===== src/osc_defs.vh =====
// Overview of operation
// - Read-only 3-bit active source field reports the clock now running.
// - Writable 3-bit requested source field; code 100 reserved, software avoids it.
// - Requested source loads from configuration in the first enabled cycle after reset; other fields except the PLL settled status reset to zero.
// - Bits 15, 11, 4, 2 and 1 are unimplemented and read as zero.
// - Freeze bit with fail-safe configuration 1 locks clock and PLL settings.
// - Pin-map lock output follows the pin-map freeze bit.
// - Control register writes accepted only after an unlock sequence.
// - Software writing one to a clear failure flag acts like a real failure.
`ifndef OSC_DEFS_VH
`define OSC_DEFS_VH
`define OSC_ADDR_CTRL 4'h0
`define OSC_ADDR_STATUS 4'h1
`define OSC_ADDR_MASK 4'h2
`define OSC_ADDR_UNLOCK 4'h3
`define OSC_KEY1 16'h0057
`define OSC_KEY2 16'h00aa
`define OSC_ACT_LSB 12
`define OSC_REQ_LSB 8
`define OSC_FRZ_BIT 7
`define OSC_PIN_BIT 6
`define OSC_PLLOK_BIT 5
`define OSC_FAIL_BIT 3
`define OSC_SWREQ_BIT 0
`define OSC_SRC_FRC 3'h0
`define OSC_SRC_FAST_RC_MULTIPLIED 3'h1
`define OSC_SRC_PRIPLL 3'h3
`define OSC_SRC_RSVD 3'h4
`define OSC_EV_DONE 0
`define OSC_EV_FAIL 1
`define OSC_EV_REJ 2
`define OSC_SWITCH_NS 100
`define OSC_SWITCH_CYC ((`OSC_SWITCH_NS + 9) / 10)
`endif


===== src/osc_unlock.v =====
`timescale 1ns/10ps
`include "osc_defs.vh"
module osc_unlock (
  input wire mclk,
  input wire rst,
  input wire ce,
  input wire wr_en,
  input wire [3:0] addr,
  input wire [15:0] wdata,
  input wire consume,
  output wire unlocked
);
  reg [1:0] st_reg;
  // Two key writes arm one control write; any other write to the unlock address disarms
  always @(posedge mclk or posedge rst) begin
    if (rst) begin
      st_reg <= 2'h0;
    end else if (ce) begin
      if (consume) begin
        st_reg <= 2'h0;
      end else if (wr_en && addr == `OSC_ADDR_UNLOCK) begin
        if (wdata == `OSC_KEY1) begin
          st_reg <= 2'h1;
        end else if (wdata == `OSC_KEY2 && st_reg == 2'h1) begin
          st_reg <= 2'h2;
        end else begin
          st_reg <= 2'h0;
        end
      end
    end
  end
  assign unlocked = (st_reg == 2'h2);
endmodule // osc_unlock


===== src/osc_switch.v =====
`timescale 1ns/10ps
`include "osc_defs.vh"
module osc_switch #(
  parameter SWITCH_CYC = `OSC_SWITCH_CYC
) (
  input wire mclk,
  input wire rst,
  input wire ce,
  input wire start,
  output wire busy,
  output wire done
);
  reg [15:0] cnt_reg;
  always @(posedge mclk or posedge rst) begin
    if (rst) begin
      cnt_reg <= 16'h0000;
    end else if (ce) begin
      if (start && cnt_reg == 16'h0000) begin
        cnt_reg <= SWITCH_CYC[15:0];
      end else if (cnt_reg != 16'h0000) begin
        cnt_reg <= cnt_reg - 16'h0001;
      end
    end
  end
  assign busy = (cnt_reg != 16'h0000);
  assign done = ce && (cnt_reg == 16'h0001);
endmodule // osc_switch


===== src/osc_ctrl.v =====
// The placing of the registers and the plain strobed port were chosen for this implementation.
`timescale 1ns/10ps
`include "osc_defs.vh"
module osc_ctrl #(
  parameter SWITCH_CYC = `OSC_SWITCH_CYC
) (
  input wire mclk,
  input wire rst,
  input wire ce,
  input wire [3:0] addr,
  input wire [15:0] wdata,
  input wire wr_en,
  input wire rd_en,
  output reg [15:0] rdata,
  input wire [2:0] cfg_source,
  input wire fail_safe_mode_cfg,
  input wire pll_locked,
  input wire pll_timer_done,
  input wire pll_enabled,
  input wire osc_fail_detect,
  output wire clock_config_locked,
  output wire pin_map_locked,
  output wire osc_fail_trap,
  output wire [2:0] clock_source,
  output wire irq
);
  reg [2:0] active_source_select_reg;
  reg [2:0] pending_source_select_reg;
  reg [2:0] target_reg;
  reg clock_config_freeze_reg;
  reg pin_map_freeze_reg;
  reg osc_failure_flag_reg;
  reg switch_request_reg;
  reg cfg_loaded_reg;
  reg [2:0] irq_status_reg;
  reg [2:0] irq_mask_reg;
  reg [2:0] irq_status_next;
  wire unlocked;
  wire ctrl_wr;
  wire sw_busy;
  wire sw_done;
  wire sw_start;
  wire pll_settled;
  wire bad_pair;
  wire [2:0] req_new;
  wire frozen;

  osc_unlock u_unlock (
    .mclk(mclk),
    .rst(rst),
    .ce(ce),
    .wr_en(wr_en),
    .addr(addr),
    .wdata(wdata),
    .consume(ctrl_wr),
    .unlocked(unlocked)
  );

  osc_switch #(.SWITCH_CYC(SWITCH_CYC)) u_switch (
    .mclk(mclk),
    .rst(rst),
    .ce(ce),
    .start(sw_start),
    .busy(sw_busy),
    .done(sw_done)
  );

  // Frozen writes still update the pin-map and failure bits but cannot clear the freeze bit; a write without unlock is dropped whole
  assign ctrl_wr = wr_en && addr == `OSC_ADDR_CTRL && unlocked;
  assign frozen = clock_config_freeze_reg && fail_safe_mode_cfg;
  assign req_new = wdata[`OSC_REQ_LSB+2:`OSC_REQ_LSB];
  assign bad_pair = (active_source_select_reg == `OSC_SRC_PRIPLL && pending_source_select_reg == `OSC_SRC_FAST_RC_MULTIPLIED) ||
                    (active_source_select_reg == `OSC_SRC_FAST_RC_MULTIPLIED && pending_source_select_reg == `OSC_SRC_PRIPLL);
  assign sw_start = switch_request_reg && !sw_busy && !bad_pair &&
                    pending_source_select_reg != `OSC_SRC_RSVD;
  assign pll_settled = pll_enabled && (pll_locked || pll_timer_done);

  always @(posedge mclk or posedge rst) begin
    if (rst) begin
      active_source_select_reg <= 3'h0;
      pending_source_select_reg <= 3'h0;
      target_reg <= 3'h0;
      clock_config_freeze_reg <= 1'b0;
      pin_map_freeze_reg <= 1'b0;
      osc_failure_flag_reg <= 1'b0;
      switch_request_reg <= 1'b0;
      cfg_loaded_reg <= 1'b0;
    end else if (ce) begin
      // Strap is caught after release, never under the async reset
      cfg_loaded_reg <= 1'b1;
      if (!cfg_loaded_reg) begin
        pending_source_select_reg <= cfg_source;
      end else if (ctrl_wr && !frozen && req_new != `OSC_SRC_RSVD) begin
        pending_source_select_reg <= req_new;
      end
      if (ctrl_wr) begin
        clock_config_freeze_reg <= wdata[`OSC_FRZ_BIT] | frozen;
        pin_map_freeze_reg <= wdata[`OSC_PIN_BIT];
      end
      // Hardware failure wins over a software clear in the same cycle
      if (osc_fail_detect) begin
        osc_failure_flag_reg <= 1'b1;
      end else if (ctrl_wr) begin
        osc_failure_flag_reg <= wdata[`OSC_FAIL_BIT];
      end
      if (sw_start) begin
        target_reg <= pending_source_select_reg;
      end
      if (sw_done) begin
        active_source_select_reg <= target_reg;
        switch_request_reg <= 1'b0;
      end else if (switch_request_reg && !sw_busy && (bad_pair || pending_source_select_reg == `OSC_SRC_RSVD)) begin
        switch_request_reg <= 1'b0;
      end else if (ctrl_wr && wdata[`OSC_SWREQ_BIT] && !frozen) begin
        switch_request_reg <= 1'b1;
      end
    end
  end

  always @* begin
    irq_status_next = irq_status_reg;
    if (wr_en && addr == `OSC_ADDR_STATUS) begin
      irq_status_next = irq_status_next & ~wdata[2:0];
    end
    if (sw_done) begin
      irq_status_next[`OSC_EV_DONE] = 1'b1;
    end
    if (osc_fail_detect || (ctrl_wr && wdata[`OSC_FAIL_BIT] && !osc_failure_flag_reg)) begin
      irq_status_next[`OSC_EV_FAIL] = 1'b1;
    end
    if (switch_request_reg && !sw_busy && bad_pair) begin
      irq_status_next[`OSC_EV_REJ] = 1'b1;
    end
  end

  always @(posedge mclk or posedge rst) begin
    if (rst) begin
      irq_status_reg <= 3'h0;
      irq_mask_reg <= 3'h0;
    end else if (ce) begin
      irq_status_reg <= irq_status_next;
      if (wr_en && addr == `OSC_ADDR_MASK) begin
        irq_mask_reg <= wdata[2:0];
      end
    end
  end

  always @(posedge mclk or posedge rst) begin
    if (rst) begin
      rdata <= 16'h0000;
    end else if (ce) begin
      if (rd_en && addr == `OSC_ADDR_CTRL) begin
        rdata <= {1'b0, active_source_select_reg, 1'b0, pending_source_select_reg,
                  clock_config_freeze_reg, pin_map_freeze_reg, pll_settled, 1'b0,
                  osc_failure_flag_reg, 2'b00, switch_request_reg};
      end else if (rd_en && addr == `OSC_ADDR_STATUS) begin
        rdata <= {13'h0000, irq_status_reg};
      end else if (rd_en && addr == `OSC_ADDR_MASK) begin
        rdata <= {13'h0000, irq_mask_reg};
      end else begin
        rdata <= 16'h0000;
      end
    end
  end

  assign clock_config_locked = frozen;
  assign pin_map_locked = pin_map_freeze_reg;
  assign osc_fail_trap = osc_failure_flag_reg;
  assign clock_source = active_source_select_reg;
  assign irq = |(irq_status_reg & irq_mask_reg);
endmodule // osc_ctrl


===== config.mk =====
export PLATFORM = sky130hd
export DESIGN_NAME = osc_ctrl
export DESIGN_NICKNAME = d
export VERILOG_FILES = /design/src/osc_unlock.v /design/src/osc_switch.v /design/src/osc_ctrl.v
export VERILOG_INCLUDE_DIRS = /design/src
export SDC_FILE = /design/constraint.sdc
export NUM_CORES = 1
export LEC_CHECK = 0
export BUFFER_PORTS_ARGS = -buffer_cell sky130_fd_sc_hd__buf_2
export CAP_MARGIN = 20
export CORE_MARGIN = 1.5
export CORE_UTILIZATION = 35
export CTS_BUF_LIST = sky130_fd_sc_hd__clkbuf_16
export CTS_CLUSTER_DIAMETER = 80
export DETAILED_ROUTE_END_ITERATION = 8
export SLEW_MARGIN = 20
export SYNTH_ARGS = -nofsm -noshare
export SYNTH_HDL_FRONTEND = slang
export SYNTH_SLANG_ARGS = --single-unit

===== constraint.sdc =====
create_clock -name mclk -period 6.8 [get_ports mclk]
set_clock_uncertainty 0.15 [all_clocks]
set_input_delay 0 -clock mclk [delete_from_list [all_inputs] [get_ports mclk]]
set_output_delay 0 -clock mclk [all_outputs]
set_load 0.005 [all_outputs]

Yosys cells after proc, flatten, opt, wreduce, memory -nomap -nowiden --
Index checks and enable logic that the tools add are counted.
Storage, ports and cells: word-level logic and storage cells 113, output and inout bits 23, input bits 33, register bits 54
Operators by class: mux-type cells 20, eq/ne operators 16, bitwise logic cells 4, add/sub/neg operators 1, reduce and logical (&&, ||, !) cells 57
Operators by type and width (number):
- $mux W16 | 2
- $logic_and A1 B1 Y1 | 26
- $reduce_and A2 Y1 | 12
- $eq A16 B1 Y1 const B | 1
- $eq A16 B7 Y1 const B | 1
- $eq A16 B8 Y1 const B | 1
- $logic_not A16 Y1 | 1
- $reduce_bool A16 Y1 | 1
- $sub A16 B1 Y16 const B | 1
- $mux W15 | 1
- $mux W3 | 5
- $reduce_bool A2 Y1 | 6
- $eq A4 B2 Y1 const B | 2
- $mux W1 | 8
- $mux W2 | 4
- $and A3 B3 Y3 | 2
- $eq A3 B1 Y1 const B | 2
- $eq A3 B2 Y1 const B | 2
- $ne A3 B3 Y1 const B | 2
- $eq A4 B1 Y1 const B | 1
- $logic_not A1 Y1 | 4
- $logic_not A4 Y1 | 1
- $logic_or A1 B1 Y1 | 4
- $eq A3 B3 Y1 const B | 1
- other kinds (7) | 7

Longest topological paths before layout --
depth after elaboration 9, gate-level depth with buffers 6

By module --
A second synthesis with hierarchy kept.
Unflattened totals: cell total of the unflattened synthesis 252, area total of the unflattened synthesis 2681.3 um^2
By module, submodules not included:
- osc_ctrl | area each 1571.5 um^2, times used 1, cells an instance 136
- osc_switch | area each 925.9 um^2, times used 1, cells an instance 95
- osc_unlock | area each 183.9 um^2, times used 1, cells an instance 21

Worst setup path after synthesis --
OpenSTA, ideal clock, no wires.
path type reg2reg, start register u_switch.cnt_reg[3], end register target_reg[0], arrival time 1.918 ns, clock period less this slack 2.193 ns, library setup time 0.125 ns, slack 4.607 ns, cell stages (with the launch flop) 6, cells stage by stage dfrtp_1 -> or3_1 -> buf_6 -> nor4_4 -> nor4b_4 -> mux2_4
On the way: word-level cells in the longest chain between the ends 6
Ends and longest elaborated chain:
- start: declaration | RTL line osc_switch.v:13 | reg [15:0] cnt_reg;
- start signal: assignment | RTL line osc_switch.v:19 | cnt_reg <= SWITCH_CYC[15:0];
- start signal: assignment | RTL line osc_switch.v:21 | cnt_reg <= cnt_reg - 16'h0001;
- $reduce_bool A16 Y1 | RTL line osc_switch.v:25 | assign busy = (cnt_reg != 16'h0000);
- $logic_not A1 Y1 | RTL line osc_ctrl.v:74 | assign sw_start = switch_request_reg && !sw_busy && !bad_pair &&
- $logic_and A1 B1 Y1 (2 in a row) | RTL line osc_ctrl.v:74
- $logic_and A1 B1 Y1 (no line)
- $reduce_and A2 Y1 (no line)
- end signal: assignment | RTL line osc_ctrl.v:107 | target_reg <= pending_source_select_reg;
- end: declaration | RTL line osc_ctrl.v:29 | reg [2:0] target_reg;
Every way passes these cells. A chain may end at the register's enable or synchronous reset.

Final worst setup path --
start register u_switch.cnt_reg[10], end register target_reg[1]
Same word-level chain as after synthesis.

==> results.yml <==
synth:
  synth.distinct_cells: 59
  syn_avg_cell_area_sq_um: 10.6
  synth_seq_area_share_pct: 49.1
  synth_area_leaders: "dfrtp_1 (49%), mux2_2 (4.3%), xnor2_1 (3.4%)"
  synthFlopType: "dfrtp_1"
  synth_area_leader_cell: "dfrtp_1"
  postSynthCellCount: 244
  async_reset_ff_share_pct: 100
  ys_ff_latch: 51
  syn_area_sq_um: 2600
  synth-edff-count: 0
  synth_top_area_share_pct: 49.1
  synth_warnings: 0
hold_path:
  hold_class: "input port to flop"
  worstHoldPathCells: 4
  min_from: "wdata[11]"
  hold_path_end: "u_unlock.st_reg[0]$_DFFE_PP0P_"
detailed_routing:
  vias_per_cell: 5.00
  routed_wl_um: 5670
  wl_per_cell_um: 13.5
  detail-route-antenna-nets: 0
  first_iter_violations: 163
  via_count: 2101
  drt_first_pass_iters: 4
  drc_errors: 0
worst_setup_path:
  crit_type: "flop to flop"
  r2r_end: "target_reg[1]$_DFFE_PP0P_"
  cp_data_arrival_time_ps: 2500
  r2r-start: "u_switch.cnt_reg[10]$_DFFE_PP0P_"
  critPathTopFamily: "simple AND/OR/NAND/NOR gates"
  crit_fanout: 8
  crit_required_ps: 6820
  endpoint_kind: "flop"
  critPathBufInv: 0
  cpPeakStageDelay_ps: 660
  worstRegToRegCells: 4
  critPathLaunchType: "flop"
  rrSetupSlack_ps: 4320
  cpMaxStageDelayCell: "nor4_1"
  crit_chain: "nor4_1, nand2_2, nor4b_4, mux2_4"
power_and_ir_drop:
  power_density_nw_per_um2: 251
  power.leakage_nw: 1.52
  p_total_mw: 0.832
  irDropWorstVdd_uv: 110
global_route:
  grt_max_degree: 52
  antenna_found_initial: 0
  grt_pass1_vias: 1939
  grt_use_total_pct: 15.4
  grt_overflow_total: 0
  grt_pass1_wl_um: 9490
finish:
  nNetsFinal: 355
  syn_to_final_growth_pct: 27.4
  mostFrequentLayoutCell: "buf_2"
  nFillCells: 711
  largest_register_ffs: 16
  mostFrequentLayoutCells: "buf_2 (52), dfrtp_1 (51), dlygate4sd3_1 (23)"
  antenna_cells: 0
  drive_gt1_share_pct: 26.5
floorplan:
  dieWidth_um: 89.1
  die_area_sq_um: 7950
  initial_utilization_pct: 36.0
  core_area_sq_um: 7210
  fp.dieH_um: 89.1
  row_count: 31
  io_pins: 56
sta:
  fin_crit_ps: 2480
  slew_viol_final: 0
  tns_ps: 0
  fmax_ghz: 0.403
  min_period_over_period_pct: 36.5
  setup_viol: 0
  tightest_slew_ps: 845
  relSlewSlack_pct: 43.6
  rsz0062_at_grt: "no"
  holdWs_ps: 12.4
  hold_viol_final: 0
  setup_ws_ps: 4320
cts:
  postCtsSetupRepairBufs: 0
  cts_hold_buf: 23
  cts.path.max_buffers: 2
  cts_buffers: 5
  cts_root_buffer: "clkbuf_16"
  path_clk_slew_ps: 60
  clk_latency_ps: 280
  numClockSinks: 51
  h-tree-depth: 2
  cts_tree: "built"
  cts_resized: 0
placed_design:
  hpwl_um: 4030
  gp_routability_congestion: 0.796
  port_buffers: 52
  post-place-ws_ps: 4350
outcome:
  outcome: "finished, final reports clean"
run:
  maxCapViolCount: 0
==> report_power, final <==
| part | internal [mW] | switching (mW) | total [mW] |
|---|---|---|---|
| registers | 0.354 | 0.0660 | 0.420 |
| logic | 0.0869 | 0.0918 | 0.179 |
| clock network | 0.133 | 0.101 | 0.234 |
==> per-stage QoR <==
step / std cells / util, % / cell area [sq um]
3_3_place_gp: 388 / 40.7 / 2940
6_report: 420 / 45.9 / 3310
2_1_floorplan: 246 / - / 2610
3_5_place_dp: 388 / 40.7 / 2940
5_1_grt: 420 / 45.9 / 3310
4_1_cts: 419 / 45.8 / 3300
==> tightest hold or removal path, stage by stage <==
cell and delay [ps]:
buf_2 70, nand4b_1 110, nor2_1 60, a22o_1 170
==> cell families after synthesis <==
kind of cell	after synthesis	synth area share (%)
DFF	51	49.1
buffers and inverters	30	5.06
xor gates and xnor gates	12	4.34
AOI/OAI and AO/OA	39	9.63
muxes	17	7.76
other	1	0.144
and+or+nand+nor	92	23.0
adders and majority gates	2	0.963
==> Yosys cell counts (2+ instances only) <==
library cell / instances
clkbuf_1: 5
or3_1: 2
nor4b_1: 4
nor4b_4: 2
dfrtp_1: 51
mux2_4: 3
mux2_2: 10
a22oi_1: 2
nand4_1: 5
o21ai_0: 15
nor2_1: 14
buf_4: 3
o211ai_1: 2
ha_1: 2
nor4bb_1: 2
and4_1: 3
mux2_1: 3
o21ai_1: 2
nor3_1: 5
nand3_1: 11
inv_1: 21
nor2b_1: 2
nor3b_1: 2
nand4b_1: 2
a21oi_1: 4
xnor2_1: 10
o22ai_1: 3
nand2_1: 18
nor4_1: 3
nand3b_1: 2
a22o_1: 3
==> worst max-delay path by stage <==
stage,start,slack [ps],cells past startpoint,endpoint
4_1_cts,u_switch.cnt_reg[10]$_DFFE_PP0P_,4320,4,target_reg[1]$_DFFE_PP0P_
3_5_place_dp,u_switch.cnt_reg[10]$_DFFE_PP0P_,4350,4,target_reg[1]$_DFFE_PP0P_
2_1_floorplan,u_switch.cnt_reg[3]$_DFFE_PP0P_,4610,5,target_reg[0]$_DFFE_PP0P_
6_report,u_switch.cnt_reg[10]$_DFFE_PP0P_,4320,4,target_reg[1]$_DFFE_PP0P_
3_3_place_gp,u_switch.cnt_reg[10]$_DFFE_PP0P_,4410,4,target_reg[1]$_DFFE_PP0P_
5_1_grt,u_switch.cnt_reg[10]$_DFFE_PP0P_,4140,4,target_reg[0]$_DFFE_PP0P_
==> layer usage <==
layer  routed length [um]  GRT usage [%]  up-vias  share of wire [%]
met4                   54           3.36        0               0.95
met2                 2560           23.7       56                 45
met3                  188           3.05        6                3.3
met5                    0              0        -                  0
met1                 2880           22.5     1015                 51
li1                     -              -     1024                  -
==> area by class of cell <==
cell class	count	area [sq um]	area share [%]
clock buffers	5	125	3.78
clock inverters	3	11.3	0.340
inverters	21	80.1	2.42
multi-input cells	165	1200	36.2
flip-flops and latches	51	1280	38.6
well taps	99	124	3.74
repair buffers	76	495	15.0
Note: power is estimated with default switching activity, not from simulation.
